===== src/rdw_cfg.svh =====
`ifndef RDW_CFG_SVH
`define RDW_CFG_SVH

`define RDW_CLK_HZ 50000000
`define RDW_CYC_PER_MS (`RDW_CLK_HZ / 1000)

// Least low time of the external reset that the carrier must provide.
`define RDW_EXTERNAL_RESET_N_MIN_MS 50
`define RDW_EXTERNAL_RESET_N_MIN_CYC (`RDW_EXTERNAL_RESET_N_MIN_MS * `RDW_CYC_PER_MS)

`define RDW_HOLD_MS 6000
`define RDW_HOLD_CYC (`RDW_HOLD_MS * `RDW_CYC_PER_MS)

`define RDW_BLINK_START_MS 5000
`define RDW_BLINK_START_CYC (`RDW_BLINK_START_MS * `RDW_CYC_PER_MS)

`define RDW_BLINK_HALF_MS 500
`define RDW_BLINK_HALF_CYC (`RDW_BLINK_HALF_MS * `RDW_CYC_PER_MS)

`define RDW_REBOOT_MS 200
`define RDW_REBOOT_CYC (`RDW_REBOOT_MS * `RDW_CYC_PER_MS)

`define RDW_FILT_CYCLES 16
`define RDW_PIN_IDLE 1'b1

`endif


===== src/rdw_pkg.sv =====
package rdw_pkg;

    typedef enum logic [1:0] {
        rdw_st_run    = 2'b00,
        rdw_st_hold   = 2'b01,
        rdw_st_armed  = 2'b11,
        rdw_st_reboot = 2'b10
    } rdw_state_t;

    typedef struct packed {
        rdw_state_t st;
        logic [31:0] hold_cnt;
        logic [31:0] blink_cnt;
        logic [31:0] reb_cnt;
        logic led;
        logic cli;
        logic block;
        logic restore;
        logic wake_prev;
        logic wake_evt;
        logic rst_prev;
    } rdw_top_t;

    typedef struct packed {
        logic sync1;
        logic sync2;
        logic out;
        logic [15:0] cnt;
    } rdw_filt_t;

endpackage


===== src/rdw_pin_filter.sv =====
`timescale 1ns/1ns
`default_nettype none
`include "rdw_cfg.svh"

module rdw_pin_filter #(
    parameter logic INIT = `RDW_PIN_IDLE,
    parameter int unsigned FILT_CYCLES = `RDW_FILT_CYCLES
) (
    input wire logic clk_i,
    input wire logic rst_i,
    input wire logic pin_i,
    output logic level_o
);

    rdw_pkg::rdw_filt_t q_ff;
    rdw_pkg::rdw_filt_t nxt_q;

    always_comb begin
        nxt_q = q_ff;
        nxt_q.sync1 = pin_i;
        nxt_q.sync2 = q_ff.sync1;
        // The output follows only a level that stayed put for the whole window.
        if (q_ff.sync2 == q_ff.out) begin
            nxt_q.cnt = 16'h0000;
        end else if (q_ff.cnt == 16'(FILT_CYCLES - 1)) begin
            nxt_q.out = q_ff.sync2;
            nxt_q.cnt = 16'h0000;
        end else begin
            nxt_q.cnt = q_ff.cnt + 16'h0001;
        end
    end

    always_ff @(posedge clk_i) begin
        if (rst_i) begin
            q_ff <= {INIT, INIT, INIT, 16'h0000};
        end else begin
            q_ff <= nxt_q;
        end
    end

    assign level_o = q_ff.out;
endmodule

`default_nettype wire


===== src/rdw_reset_default_wake.sv =====
// Functional notes
// - Low external reset holds processor in reset.
// - Floating external reset reads high, unit runs.
// - Default low six seconds restores, reboots.
// - Wired: default low at boot restores defaults.
// - Wireless: held over 6 s, release restores.
// - Wireless: default low at boot starts CLI.
// - Wireless: wake rising edge brings unit out of sleep.
// - Wake low allows sleep, subject to configuration.
// - Indicator lit; blinks after 5 s hold.
`timescale 1ns/1ns
`default_nettype none
`include "rdw_cfg.svh"

module rdw_reset_default_wake #(
    parameter logic WIRELESS = 1'b1,
    parameter int unsigned FILT_CYCLES = `RDW_FILT_CYCLES,
    parameter int unsigned HOLD_CYC = `RDW_HOLD_CYC,
    parameter int unsigned BLINK_START_CYC = `RDW_BLINK_START_CYC,
    parameter int unsigned BLINK_HALF_CYC = `RDW_BLINK_HALF_CYC,
    parameter int unsigned REBOOT_CYC = `RDW_REBOOT_CYC
) (
    input wire logic clk_i,
    input wire logic rst_i,
    input wire logic external_reset_n_i,
    input wire logic default_n_i,
    input wire logic wake_i,
    input wire logic wake_enable_i,
    output logic cpu_reset_o,
    output logic factory_restore_o,
    output logic cli_boot_o,
    output logic status_indicator_out_o,
    output logic wake_event_o,
    output logic sleep_allow_o
);

    logic ext_rst_n_f;
    logic default_n_f;
    logic wake_f;
    logic boot_edge;
    rdw_pkg::rdw_top_t q_ff;
    rdw_pkg::rdw_top_t nxt_q;

    // The pins idle high through their pull-ups, so each filter starts high.
    rdw_pin_filter #(
        .INIT(`RDW_PIN_IDLE),
        .FILT_CYCLES(FILT_CYCLES)
    ) u_reset_filt (
        .clk_i(clk_i),
        .rst_i(rst_i),
        .pin_i(external_reset_n_i),
        .level_o(ext_rst_n_f)
    );

    rdw_pin_filter #(
        .INIT(`RDW_PIN_IDLE),
        .FILT_CYCLES(FILT_CYCLES)
    ) u_default_filt (
        .clk_i(clk_i),
        .rst_i(rst_i),
        .pin_i(default_n_i),
        .level_o(default_n_f)
    );

    rdw_pin_filter #(
        .INIT(`RDW_PIN_IDLE),
        .FILT_CYCLES(FILT_CYCLES)
    ) u_wake_filt (
        .clk_i(clk_i),
        .rst_i(rst_i),
        .pin_i(wake_i),
        .level_o(wake_f)
    );

    // A high or undriven pin leaves the processor running.
    assign cpu_reset_o = rst_i || !ext_rst_n_f ||
                         (q_ff.st == rdw_pkg::rdw_st_reboot);
    assign boot_edge = q_ff.rst_prev && !cpu_reset_o;

    always_comb begin
        nxt_q = q_ff;
        nxt_q.restore = 1'b0;
        nxt_q.wake_evt = 1'b0;
        nxt_q.rst_prev = cpu_reset_o;
        nxt_q.wake_prev = wake_f;
        nxt_q.led = 1'b1;
        if (WIRELESS && wake_enable_i && wake_f && !q_ff.wake_prev) begin
            nxt_q.wake_evt = 1'b1;
        end
        if (default_n_f) begin
            nxt_q.block = 1'b0;
        end
        if (!ext_rst_n_f) begin
            // A hardware reset abandons any hold sequence in progress.
            nxt_q.st = rdw_pkg::rdw_st_run;
            nxt_q.hold_cnt = 32'h0000_0000;
            nxt_q.cli = 1'b0;
        end else if (boot_edge) begin
            nxt_q.st = rdw_pkg::rdw_st_run;
            nxt_q.hold_cnt = 32'h0000_0000;
            nxt_q.cli = 1'b0;
            if (!default_n_f) begin
                // A pin held through boot is not timed until it is let go.
                nxt_q.block = 1'b1;
                if (WIRELESS) begin
                    nxt_q.cli = 1'b1;
                end else begin
                    nxt_q.restore = 1'b1;
                end
            end
        end else begin
            unique case (q_ff.st)
                rdw_pkg::rdw_st_run: begin
                    nxt_q.hold_cnt = 32'h0000_0000;
                    nxt_q.blink_cnt = 32'h0000_0000;
                    if (!default_n_f && !q_ff.block) begin
                        nxt_q.st = rdw_pkg::rdw_st_hold;
                    end
                end
                rdw_pkg::rdw_st_hold: begin
                    nxt_q.hold_cnt = q_ff.hold_cnt + 32'h0000_0001;
                    nxt_q.led = q_ff.led;
                    if (q_ff.hold_cnt < 32'(BLINK_START_CYC)) begin
                        nxt_q.led = 1'b1;
                    end else if (q_ff.blink_cnt ==
                                 32'(BLINK_HALF_CYC - 1)) begin
                        nxt_q.led = !q_ff.led;
                        nxt_q.blink_cnt = 32'h0000_0000;
                    end else begin
                        nxt_q.blink_cnt = q_ff.blink_cnt + 32'h0000_0001;
                    end
                    if (default_n_f) begin
                        nxt_q.st = rdw_pkg::rdw_st_run;
                        nxt_q.led = 1'b1;
                    end else if (q_ff.hold_cnt == 32'(HOLD_CYC - 1)) begin
                        if (WIRELESS) begin
                            nxt_q.st = rdw_pkg::rdw_st_armed;
                        end else begin
                            nxt_q.st = rdw_pkg::rdw_st_reboot;
                            nxt_q.restore = 1'b1;
                            nxt_q.reb_cnt = 32'h0000_0000;
                        end
                    end
                end
                rdw_pkg::rdw_st_armed: begin
                    nxt_q.led = q_ff.led;
                    if (q_ff.blink_cnt == 32'(BLINK_HALF_CYC - 1)) begin
                        nxt_q.led = !q_ff.led;
                        nxt_q.blink_cnt = 32'h0000_0000;
                    end else begin
                        nxt_q.blink_cnt = q_ff.blink_cnt + 32'h0000_0001;
                    end
                    if (default_n_f) begin
                        nxt_q.st = rdw_pkg::rdw_st_reboot;
                        nxt_q.restore = 1'b1;
                        nxt_q.reb_cnt = 32'h0000_0000;
                        nxt_q.led = 1'b1;
                    end
                end
                rdw_pkg::rdw_st_reboot: begin
                    nxt_q.reb_cnt = q_ff.reb_cnt + 32'h0000_0001;
                    if (q_ff.reb_cnt == 32'(REBOOT_CYC - 1)) begin
                        nxt_q.st = rdw_pkg::rdw_st_run;
                    end
                end
            endcase
        end
    end

    always_ff @(posedge clk_i) begin
        if (rst_i) begin
            q_ff <= '0;
            q_ff.led <= 1'b1;
            q_ff.wake_prev <= `RDW_PIN_IDLE;
            q_ff.rst_prev <= 1'b1;
        end else begin
            q_ff <= nxt_q;
        end
    end

    assign factory_restore_o = q_ff.restore;
    assign cli_boot_o = q_ff.cli;
    assign status_indicator_out_o = q_ff.led;
    assign wake_event_o = q_ff.wake_evt;
    assign sleep_allow_o = WIRELESS && !wake_f;
endmodule

`default_nettype wire

===== config.mk =====
export PLATFORM = sky130hd
export DESIGN_NAME = rdw_reset_default_wake
export DESIGN_NICKNAME = d
export VERILOG_FILES = /design/src/rdw_pkg.sv /design/src/rdw_pin_filter.sv /design/src/rdw_reset_default_wake.sv
export VERILOG_INCLUDE_DIRS = /design/src /design/src/src
export SDC_FILE = /design/constraint.sdc
export NUM_CORES = 1
export LEC_CHECK = 0
export ABC_AREA = 1
export BUFFER_PORTS_ARGS = -buffer_cell sky130_fd_sc_hd__clkbuf_2
export CAP_MARGIN = 0
export CORE_MARGIN = 2
export CORE_UTILIZATION = 58
export DETAILED_ROUTE_END_ITERATION = 6
export PLACE_DENSITY_LB_ADDON = 0.2
export SYNTH_ARGS = -nofsm -noshare
export SYNTH_HDL_FRONTEND = slang
export SYNTH_SLANG_ARGS = --single-unit
export TNS_END_PERCENT = 30

===== constraint.sdc =====
create_clock -name clk_i -period 1.7 [get_ports clk_i]
set_clock_uncertainty 0.1 [all_clocks]
set_input_delay 0.085 -clock clk_i [delete_from_list [all_inputs] [get_ports clk_i]]
set_output_delay 0.085 -clock clk_i [all_outputs]
set_load 0.02 [all_outputs]

==> results of run 1 <==
## cells in the final DEF (no fill, tap or decap), types with 4 or more instances in the layout
| cell type | n |
|---|---|
| sky130_fd_sc_hd__ha_4 | 5 |
| sky130_fd_sc_hd__o21a_1 | 6 |
| sky130_fd_sc_hd__nand3_1 | 139 |
| sky130_fd_sc_hd__nor2_4 | 26 |
| sky130_fd_sc_hd__or2_2 | 11 |
| sky130_fd_sc_hd__nand4_1 | 39 |
| sky130_fd_sc_hd__nor2_1 | 204 |
| sky130_fd_sc_hd__a21oi_1 | 57 |
| sky130_fd_sc_hd__dfxtp_2 | 38 |
| sky130_fd_sc_hd__nor3b_1 | 4 |
| sky130_fd_sc_hd__nand2_1 | 340 |
| sky130_fd_sc_hd__nand2_4 | 4 |
| sky130_fd_sc_hd__clkbuf_2 | 11 |
| sky130_fd_sc_hd__buf_6 | 5 |
| sky130_fd_sc_hd__dfxtp_4 | 4 |
| sky130_fd_sc_hd__nor3_4 | 5 |
| sky130_fd_sc_hd__a21oi_2 | 7 |
| sky130_fd_sc_hd__dfxtp_1 | 120 |
| sky130_fd_sc_hd__o21ai_0 | 21 |
| sky130_fd_sc_hd__a31oi_1 | 5 |
| sky130_fd_sc_hd__nor4_1 | 7 |
| sky130_fd_sc_hd__clkbuf_16 | 20 |
| sky130_fd_sc_hd__xor2_1 | 23 |
| sky130_fd_sc_hd__inv_2 | 18 |
| sky130_fd_sc_hd__dlygate4sd3_1 | 5 |
| sky130_fd_sc_hd__buf_12 | 7 |
| sky130_fd_sc_hd__nor2_2 | 40 |
| sky130_fd_sc_hd__inv_1 | 174 |
| sky130_fd_sc_hd__inv_6 | 5 |
| sky130_fd_sc_hd__nor3_1 | 40 |
| sky130_fd_sc_hd__nor3_2 | 18 |
| sky130_fd_sc_hd__o21ai_1 | 6 |
| sky130_fd_sc_hd__o21bai_1 | 5 |
| sky130_fd_sc_hd__buf_4 | 142 |
| sky130_fd_sc_hd__nand3_2 | 7 |
| sky130_fd_sc_hd__nand2_2 | 43 |
| sky130_fd_sc_hd__nand3_4 | 6 |
| sky130_fd_sc_hd__nand3b_1 | 4 |
## layout make-up
class / count / area, µm²
sequential: 162 / 3310
inverter: 195 / 749
fill: 1156 / 3600
clock inverter: 14 / 190
timing repair buffer: 174 / 1460
multi-input combinational: 1096 / 5810
clock buffer: 18 / 439
tap: 216 / 270
## stage by stage
stage,util,cell area (µm²)
floorplan,-,9390
global placement,0.668,10600
detailed placement,0.668,10600
CTS,0.722,11400
global route,0.772,12200
finish,0.772,12200
## registers in the layout, indices dropped and copies added (netlist names), 17 cells and up
| register | count |
|---|---|
| q_ff | 101 |
| u_default_filt.q_ff | 17 |
| u_reset_filt.q_ff | 17 |
| u_wake_filt.q_ff | 17 |
## tightest hold or removal path, stage by stage
cell and delay, ps:
sky130_fd_sc_hd__dlygate4sd3_1 520, sky130_fd_sc_hd__clkbuf_2 90, sky130_fd_sc_hd__or2_2 80
## logic make-up (layout without fill, tap and decap cells)
kind of cell / count (synthesis) / after routing / synth area share
and+or+nand+nor: 948 / 948 / 0.451
buffers and inverters: 228 / 401 / 0.101
AOI/OAI and AO/OA: 116 / 116 / 0.0695
xor gates and xnor gates: 26 / 26 / 0.0243
adders and majority gates: 6 / 6 / 0.00800
DFF: 162 / 162 / 0.346
## layer usage
layer,vias to the layer above,part of all wire,global-route usage,wire [µm]
li1,5090,-,-,-
met3,89,0.053,0.0575,1400
met4,0,0.028,0.0936,748
met2,380,0.49,0.468,13000
met1,4759,0.43,0.357,11400
met5,-,0,0,0
## worst min-delay path by stage
stage,end,cells past startpoint
final,u_reset_filt.nxt_q[17],3
after global routing,u_reset_filt.nxt_q[17],3
after CTS,u_reset_filt.nxt_q[17],3
after detailed placement,u_reset_filt.nxt_q[17],2
after global placement,u_wake_filt.nxt_q[17],2
after floorplan,q_ff[0],2
## power by group
group	total, mW	switching, mW	internal [mW]
Clock	4.13	1.72	2.41
Combinational	0.262	0.158	0.104
Sequential	3.85	0.0295	3.82
Total	8.24	1.91	6.32
## repair_timing
| item | CTS | global route |
|---|---|---|
| hold endpoints to repair | 7 | 0 |
| pin swaps | 17 | 56 |
| resized for setup | 46 | 185 |
| endpoints found under the setup margin | 82 | 135 |
| gates cloned | 0 | 4 |
| setup buffers | 4 | 16 |
| hold buffers | 5 | 0 |
==> metrics.md, run 1 <==
| Metric | Value |
|---|---|
| Count of final hold-check violations | 0 |
| Minimum setup slack in the final design | -154 ps |
| Post-detailed-placement half-perimeter wirelength | 17.0 mm |
| EDFF count, synth | 0 |
| Startpoint of the worst hold path | external_reset_n_i |
| Register bit total from synthesis | 162 |
| Post-synth top flop | sky130_fd_sc_hd__dfxtp_1 |
| Yosys top cell by area | sky130_fd_sc_hd__dfxtp_1 |
| Summed instance area of the synthesized netlist | 9380 µm² |
| Endpoint of the lowest-slack register-to-register path | q_ff[54] |
| Average via count per standard cell | 5.50 |
| Top-count cell post-synth | sky130_fd_sc_hd__nand2_1 |
| Clock-pin slew on the worst setup and hold paths | 70 ps |
| Total power of the final layout | 8.24 mW |
| TritonCTS clock tree | done |
| Accumulated negative setup slack | -288 ps |
| Worst EP arrival | 2110 ps |
| Via total after detailed routing | 10,318 |
| Sequential fraction of the synthesis area | 0.346 |
| Class of the most critical hold timing path | input pin to register |
| IR Drop Worst-Case VDD | 0.000937 V |
| First-pass detailed-route iteration total | 6 |
| Maximum number of pins on one net before global-route repair | 29 |
| Power density cells | 674 nW/µm² |
| Dominant cell type by count on the critical path | sky130_fd_sc_hd__buf_4 |
| Initial cell density of the core | 0.593 |
| Reported leakage power | 4.77 nW |
| Count of standard-cell rows | 46 |
| Cell count after synthesis | 1,486 |
| Worst setup EP type | register |
| Transition time at the pin with the least slew margin | 409 ps |
| Launch point of the worst path | q_ff[39] |
| Number of max-slew violations in the final report | 0 |
| Antenna violations before repair | 0 |
| Startpoint class of the critical path | register |
| Sum of routed wire length over all layers | 26.5 mm |
| # nets final | 1,658 |
| Crit path cell chain | buf_4, inv_1, nor2_2, nand2_2, buf_4, o21ai_1, nand2_1, nor2_1, nand3_1, a21oi_1 |
| Worst slack after detailed placement | -105 ps |
| Critical Path End | q_ff[54] |
| Worst reg2reg startpoint | q_ff[39] |
| Relative area change from synthesis to final layout | 30.3% |
| Post-layout min period | 1850 ps |
| # setup viols final | 10 |
| Level count of the clock H-tree | 4 |
| Critical path start-end classification | register to register |
| Buffer cell driving the clock tree root | sky130_fd_sc_hd__clkbuf_16 |
| First-pass GRT wire length | 40.6 mm |
| Vias in the first global route | 9,180 |
| Worst R2R Setup Slack | -150 ps |
| Number of clock buffers inserted by TritonCTS | 17 |
| Area of the die | 17,200 µm² |
| Share of synthesized flip-flops with an asynchronous set or reset | 0 |
| Clock network latency to the later pin of the worst-skew pair | 440 ps |
| Number of nets with antenna violations after detailed routing | 0 |
| Maximum net fanout on the critical path | 5 |
| Portion of the clock cycle consumed by the worst path in the final layout | 1.09 |
| Largest incremental delay on the critical path | 370 ps |
| Reg2Reg Depth | 10 |
| Diode count | 0 |
| Area of the core region | 15,800 µm² |
| Max_slew headroom | 0.727 |
| Number of cells in the finished layout apart from fillers | 1,875 |
| Run status | finished with violations |
| Die width | 131 µm |
| Num ports | 12 |
| Maximum clock rate | 0.539 GHz |
| Remaining design rule violation count | 0 |
| Synthesized area divided by synthesized cell count | 6.31 µm² |
| Max-Cap Viols | 0 |
| Worst endpoint required time | 1960 ps |
| Wire per inst | 14.2 µm |
| Critical path buffer and inverter count | 3 |
| Category of cells accounting for the largest share of critical-path delay | simple AND/OR/NAND/NOR gates |
| Area fraction of the dominant cell type after synthesis | 0.346 |
| Distinct cell type count after synthesis | 44 |
| Cells taking the most area after synthesis | sky130_fd_sc_hd__dfxtp_1 35%, sky130_fd_sc_hd__nand2_1 15%, sky130_fd_sc_hd__nor2_1 10% |
| Worst path slowest cell | sky130_fd_sc_hd__dfxtp_2 |
| Setup repair after global routing missed its margin | true |
| Fraction of layout instances using a drive strength above 1 | 0.269 |
| Buffer depth of the longest clock path | 2 |
| Total stage count of the critical path | 10 |
| All-Layer GR Usage | 0.278 |
| Dpl cells | 1,814 |
| Final weighted congestion in routability-driven placement | 0.938 |
| Worst-case hold slack | 259 ps |
| Synthesized netlist net count | 1,498 |
| Total of buffers placed on input and output ports | 11 |
| TritonCTS Sinks | 162 |
| Iter 0 DRT Violations | 859 |
| Leftover overflow at the end of global routing | 0 |
| Violations in the final reports | setup timing |
| Die Height | 131 µm |
| Synth warnings | 0 |
| Most used standard cells in the synthesized netlist | 375 x sky130_fd_sc_hd__nand2_1, 249 x sky130_fd_sc_hd__nor2_1, 185 x sky130_fd_sc_hd__inv_1 |
(Power assumes the default switching activity.)
==> run 2, diff against run 1 <==
GPL_TIMING_DRIVEN = 0   (was unset)
PLACE_DENSITY_LB_ADDON = 0.15   (was 0.2)
==> metrics.md, run 2 (synthesized netlist as in run 1, its figures left out) <==
| Metric | Value |
|---|---|
| Post-detailed-placement half-perimeter wirelength | 16.5 mm |
| Die Height | 131 µm |
| Commonest non-fill, non-tap cell in the layout | sky130_fd_sc_hd__nand2_1 |
| Buffer cell driving the clock tree root | sky130_fd_sc_hd__clkbuf_16 |
| Critical path start-end classification | register to register |
| Max_slew headroom | 0.645 |
| Part of the power in combinational logic | 0.035 |
| Post-layout min period | 1840 ps |
| Worst setup EP type | register |
| Number of flip-flops under the largest register name | 101 |
| Largest incremental delay on the critical path | 390 ps |
| Count of final hold-check violations | 0 |
| IR Drop Worst-Case VDD | 0.000740 V |
| Num ports | 12 |
| Net Sw Frac | 0.260 |
| Class of the most critical hold timing path | input pin to register |
| Portion of the clock cycle consumed by the worst path in the final layout | 1.08 |
| Int Pwr | 5.86 mW |
| Maximum net fanout on the critical path | 6 |
| Level count of the clock H-tree | 4 |
| # nets final | 1,610 |
| Number of nets with antenna violations after detailed routing | 0 |
| Minimum setup slack in the final design | -141 ps |
| Number of max-slew violations in the final report | 0 |
| Area of the core region | 15,800 µm² |
| Register ranked first by flip-flop count | q_ff |
| Commonest non-fill, non-tap cells in the layout | 325 x sky130_fd_sc_hd__nand2_1, 204 x sky130_fd_sc_hd__nor2_1, 164 x sky130_fd_sc_hd__inv_1, 121 x sky130_fd_sc_hd__nand3_1, 97 x sky130_fd_sc_hd__dfxtp_1 |
| Number of clock buffers inserted by TritonCTS | 17 |
| Sequential fraction of design power | 0.482 |
| Net switching power | 2.06 mW |
| Count of standard-cell rows | 46 |
| Sum of routed wire length over all layers | 27.6 mm |
| Relative area change from synthesis to final layout | 30.2% |
| Total of buffers placed on input and output ports | 11 |
| Remaining design rule violation count | 4 |
| Iter 0 DRT Violations | 1,136 |
| Antenna violations before repair | 0 |
| Worst path slowest cell | sky130_fd_sc_hd__dfxtp_4 |
| Max-Cap Viols | 0 |
| Final weighted congestion in routability-driven placement | 0.934 |
| Worst-case hold slack | 49.9 ps |
| Violations in the final reports | DRC, setup timing |
| TritonCTS clock tree | done |
| Power density cells | 648 nW/µm² |
| TritonCTS Sinks | 162 |
| Worst EP arrival | 2100 ps |
| Run status | finished with violations |
| Average via count per standard cell | 5.64 |
| Maximum clock rate | 0.543 GHz |
| Clock-pin slew on the worst setup and hold paths | 70 ps |
| Buffer depth of the longest clock path | 2 |
| First-pass detailed-route iteration total | 7 |
| Wire per inst | 15.1 µm |
| First-pass GRT wire length | 39.3 mm |
| Initial cell density of the core | 0.593 |
| Clk pwr share | 0.484 |
| Crit path cell chain | inv_2, nor3_2, nand2_2, nor2_2, nand2_4, nand3_4, buf_6, nand3_2, nand2_1, inv_1, nor2_1 |
| Reported leakage power | 4.73 nW |
| All-Layer GR Usage | 0.272 |
| Dpl cells | 1,713 |
| Number of cells in the finished layout apart from fillers | 1,827 |
| Area of the die | 17,200 µm² |
| # setup viols final | 63 |
| Worst endpoint required time | 1960 ps |
| Startpoint class of the critical path | register |
| Die width | 131 µm |
| Vias in the first global route | 8,702 |
| Fraction of layout instances using a drive strength above 1 | 0.286 |
| Setup repair after global routing missed its margin | true |
| Critical path buffer and inverter count | 3 |
| Leftover overflow at the end of global routing | 0 |
| Clock network latency to the later pin of the worst-skew pair | 440 ps |
| Transition time at the pin with the least slew margin | 532 ps |
| Category of cells accounting for the largest share of critical-path delay | simple AND/OR/NAND/NOR gates |
| Diode count | 0 |
| Via total after detailed routing | 10,305 |
| Maximum number of pins on one net before global-route repair | 19 |
==> run 2: cell types whose count changed in the layout (fill, tap and decap cells not counted), moves of 15 or more <==
cell                      delta
sky130_fd_sc_hd__buf_4      -74
sky130_fd_sc_hd__buf_6      +16
sky130_fd_sc_hd__dfxtp_1    -23
sky130_fd_sc_hd__dfxtp_4    +18
sky130_fd_sc_hd__nand2_1    -15
sky130_fd_sc_hd__nand3_1    -18
sky130_fd_sc_hd__nand3_2    +15
==> run 2: tightest hold or removal path, stage by stage <==
cell and delay (ps):
sky130_fd_sc_hd__clkbuf_2 100, sky130_fd_sc_hd__inv_1 90, sky130_fd_sc_hd__o21ai_4 130, sky130_fd_sc_hd__a21oi_2 40, sky130_fd_sc_hd__o21a_1 90
==> run 2: layout make-up <==
type	instances	area, µm²
well taps	216	270
plain buffers	32	293
multi-input cells	1097	6150
clock buffers	17	425
repair buffers	93	782
fillers	1096	3610
inverters	195	754
flip-flops and latches	162	3380
clock inverters	15	156
==> run 2: path summary, 6_finish.rpt <==
kind                            depth (start not counted)     start           end  slack [ps]
worst min register to register                          1   q_ff[2]  wake_event_o         290
worst max-delay path                                   11  q_ff[96]      q_ff[50]        -140
worst min-delay path                                    5     rst_i      q_ff[26]          50
worst max register to register                         11  q_ff[96]      q_ff[50]        -140
==> run 2: power groups by stage <==
stage	Clock (mW)	Combinational (mW)	Sequential, mW
after global placement	0	0.214	3.93
after CTS	3.86	0.245	3.84
after detailed placement	0	0.217	3.93
after global routing	4.05	0.298	3.82
final	3.83	0.273	3.82
after floorplan	0	0.161	3.92
==> run 2: metrics by stage <==
step	instance area [µm²]	utilization	setup slack, ps	TNS (ps)	power [mW]
after detailed placement	9720	0.614	-327	-19670	4.15
after floorplan	9390	-	2.85	0	4.09
after CTS	11100	0.700	-61.3	-250	7.94
after global routing	12200	0.772	-159	-8090	8.16
final	12200	0.772	-141	-2540	7.92
after global placement	9720	0.614	-288	-16660	4.14
==> run 2: per-layer routing <==
layer  global-route usage  wire (µm)
met5                    0          0
met4               0.0809       1150
met3               0.0467       2040
met2                0.468      13100
met1                0.350      11300
==> run 2: what timing repair did <==
action                                  4_1_cts  5_1_grt
hold endpoints to repair                      7        0
endpoints found under the setup margin      132      139
cloned                                        3        5
gates resized for setup                     136      258
setup buffers                                35       35
pin swaps                                    29       83
hold buffers                                  5        0
==> run 3, diff against run 2 <==
ABC_AREA = unset   (was 1)
CORE_UTILIZATION = 57   (was 58)
==> metrics.md, run 3 <==
| Metric | Value |
|---|---|
| # nets final | 1,021 |
| TritonCTS clock tree | done |
| TritonCTS Sinks | 162 |
| Final weighted congestion in routability-driven placement | 0.838 |
| Relative area change from synthesis to final layout | 34.8% |
| Sequential fraction of the synthesis area | 0.429 |
| Summed instance area of the synthesized netlist | 7560 µm² |
| Reported leakage power | 3.50 nW |
| Commonest non-fill, non-tap cell in the layout | sky130_fd_sc_hd__nor2_1 |
| Number of nets with antenna violations after detailed routing | 0 |
| Count of final hold-check violations | 0 |
| Xor/xnor share of the synthesized area | 0.107 |
| Violations in the final reports | setup timing |
| Maximum number of pins on one net before global-route repair | 17 |
| Buffer depth of the longest clock path | 2 |
| Main combinational cell family by area after synthesis | simple AND/OR/NAND/NOR gates |
| First-pass detailed-route iteration total | 5 |
| Fill count | 809 |
| Level count of the clock H-tree | 4 |
| Total of buffers placed on input and output ports | 11 |
| Cells taking the most area after synthesis | sky130_fd_sc_hd__dfxtp_1 43%, sky130_fd_sc_hd__xor2_1 6.8%, sky130_fd_sc_hd__nor2_1 6.7% |
| Worst EP arrival | 2810 ps |
| Placed inst area | 7990 µm² |
| Post-layout instance area | 10,200 µm² |
| Vias in the first global route | 6,427 |
| Initial cell density of the core | 0.578 |
| First-pass GRT wire length | 30.8 mm |
| Part of the power in combinational logic | 0.030 |
| Top-count cell post-synth | sky130_fd_sc_hd__dfxtp_1 |
| Share of synthesized flip-flops with an asynchronous set or reset | 0 |
| Wire per inst | 17.2 µm |
| Minimum setup slack in the final design | -845 ps |
| Worst endpoint required time | 1960 ps |
| Yosys top cell by area | sky130_fd_sc_hd__dfxtp_1 |
| Area of the die | 14,200 µm² |
| Post-layout min period | 2550 ps |
| Register ranked first by flip-flop count | q_ff |
| Net Sw Frac | 0.220 |
| Synth warnings | 0 |
| Post-synth top flop | sky130_fd_sc_hd__dfxtp_1 |
| Max_slew headroom | 0.498 |
| Distinct cell type count after synthesis | 56 |
| Max-Cap Viols | 0 |
| Post-detailed-placement half-perimeter wirelength | 11.3 mm |
| Buffer cell driving the clock tree root | sky130_fd_sc_hd__clkbuf_16 |
| Critical path start-end classification | register to register |
| Number of flip-flops under the largest register name | 101 |
| Number of cells in the finished layout apart from fillers | 1,198 |
| Commonest non-fill, non-tap cells in the layout | 123 x sky130_fd_sc_hd__nor2_1, 111 x sky130_fd_sc_hd__dfxtp_1, 80 x sky130_fd_sc_hd__nand2_1, 59 x sky130_fd_sc_hd__xor2_1, 53 x sky130_fd_sc_hd__buf_4 |
| Cell count after synthesis | 915 |
| Class of the most critical hold timing path | input pin to register |
| Leftover overflow at the end of global routing | 0 |
| Portion of the clock cycle consumed by the worst path in the final layout | 1.50 |
| Synthesized area divided by synthesized cell count | 8.27 µm² |
| Die Height | 119 µm |
| # setup viols final | 101 |
| Count of standard-cell rows | 42 |
| Startpoint class of the critical path | register |
| Register bit total from synthesis | 162 |
| Sum of routed wire length over all layers | 20.6 mm |
| Diode count | 0 |
| Antenna violations before repair | 0 |
| Average via count per standard cell | 6.07 |
| Synthesized netlist net count | 927 |
| Remaining design rule violation count | 0 |
| Fraction of synthesized area in multiplexers | 0.00546 |
| Power density cells | 774 nW/µm² |
| Num ports | 12 |
| Worst setup EP type | register |
| Clock-pin slew on the worst setup and hold paths | 60 ps |
| Int Pwr | 6.16 mW |
| Via total after detailed routing | 7,267 |
| Run status | finished with violations |
| All-Layer GR Usage | 0.265 |
| Most used standard cells in the synthesized netlist | 162 x sky130_fd_sc_hd__dfxtp_1, 135 x sky130_fd_sc_hd__nor2_1, 86 x sky130_fd_sc_hd__nand2_1 |
| Fraction of layout instances using a drive strength above 1 | 0.312 |
| Dpl cells | 1,102 |
| Clk pwr share | 0.492 |
| Clock network latency to the later pin of the worst-skew pair | 430 ps |
| Die width | 119 µm |
| Maximum clock rate | 0.393 GHz |
| Synth Area in Compound Gates | 0.0936 |
| Sequential fraction of design power | 0.478 |
| Number of clock buffers inserted by TritonCTS | 17 |
| Number of max-slew violations in the final report | 0 |
| Net switching power | 1.74 mW |
| IR Drop Worst-Case VDD | 0.000621 V |
| Worst slack after detailed placement | -1190 ps |
| Area of the core region | 13,100 µm² |
| Maximum net fanout on the critical path | 4 |
| EDFF count, synth | 0 |
| Transition time at the pin with the least slew margin | 746 ps |
| Synth Area in Adders | 0.00992 |
| Area fraction of the dominant cell type after synthesis | 0.429 |
| Setup repair after global routing missed its margin | true |
| Simple logic cell fraction of the synthesized area | 0.325 |
| Iter 0 DRT Violations | 562 |
## run 3: power groups by stage
stage	Combinational, mW	Clock (mW)	Sequential [mW]
floorplan	0.0869	0	3.89
global placement	0.131	0	3.89
detailed placement	0.131	0	3.89
CTS	0.184	3.93	3.80
global route	0.248	4.09	3.77
finish	0.236	3.88	3.78
## run 3: metrics by stage
step            util  hold slack, ps  total power [mW]  setup TNS, ps
3_3_place_gp   0.611             168              4.02         -79740
4_1_cts        0.719             146              7.91         -29260
5_1_grt        0.779             217              8.11         -38810
3_5_place_dp   0.611             173              4.02         -85080
2_1_floorplan      -            88.8              3.98         -30080
6_report       0.779             183              7.90         -31210
## run 3: path summary, 6_finish.rpt
check	from	endpoint	slack [ps]	depth (start not counted)
max	q_ff[40]	q_ff[70]	-850	7
min	rst_i	q_ff[8]	180	5
max reg2reg	q_ff[40]	q_ff[70]	-850	7
min reg2reg	q_ff[2]	wake_event_o	300	1
## run 3: cell families after synthesis
group	count (synthesis)
xor gates and xnor gates	92
DFF	162
AOI/OAI and AO/OA	118
and+or+nand+nor	477
adders and majority gates	6
muxes	4
buffers and inverters	56
## run 3: timing repair
action,CTS,global route
hold buffers,4,0
hold endpoints to repair,4,0
cloned,1,5
gates resized for setup,184,132
pin swaps,62,48
endpoints found under the setup margin,145,131
setup buffers,22,36
## run 3: final cells by class
class | count | area, µm² | area share
Multi-Input combinational cell | 697 | 4850 | 0.476
Sequential cell | 162 | 3360 | 0.330
Timing Repair Buffer | 79 | 703 | 0.0690
Clock buffer | 20 | 467 | 0.0458
Buffer | 37 | 402 | 0.0394
Tap cell | 176 | 220 | 0.0216
Clock inverter | 12 | 130 | 0.0128
Inverter | 15 | 60.1 | 0.00589
## run 3: metal layers
| metal | global-route usage | up-vias | part of all wire |
|---|---|---|---|
| li1 | - | 3455 | - |
| met4 | 0.0938 | 0 | 0.026 |
| met1 | 0.357 | 3492 | 0.44 |
| met5 | 0 | - | 0 |
| met3 | 0.0460 | 59 | 0.055 |
| met2 | 0.428 | 261 | 0.48 |
## run 3: critical path, cell delays in order (launching register included)
cell and delay (ps):
sky130_fd_sc_hd__dfxtp_4 370, sky130_fd_sc_hd__nand4_1 150, sky130_fd_sc_hd__or4_4 570, sky130_fd_sc_hd__buf_8 140
sky130_fd_sc_hd__nor4_4 350, sky130_fd_sc_hd__nand3_1 140, sky130_fd_sc_hd__or4_4 490, sky130_fd_sc_hd__a21oi_2 150
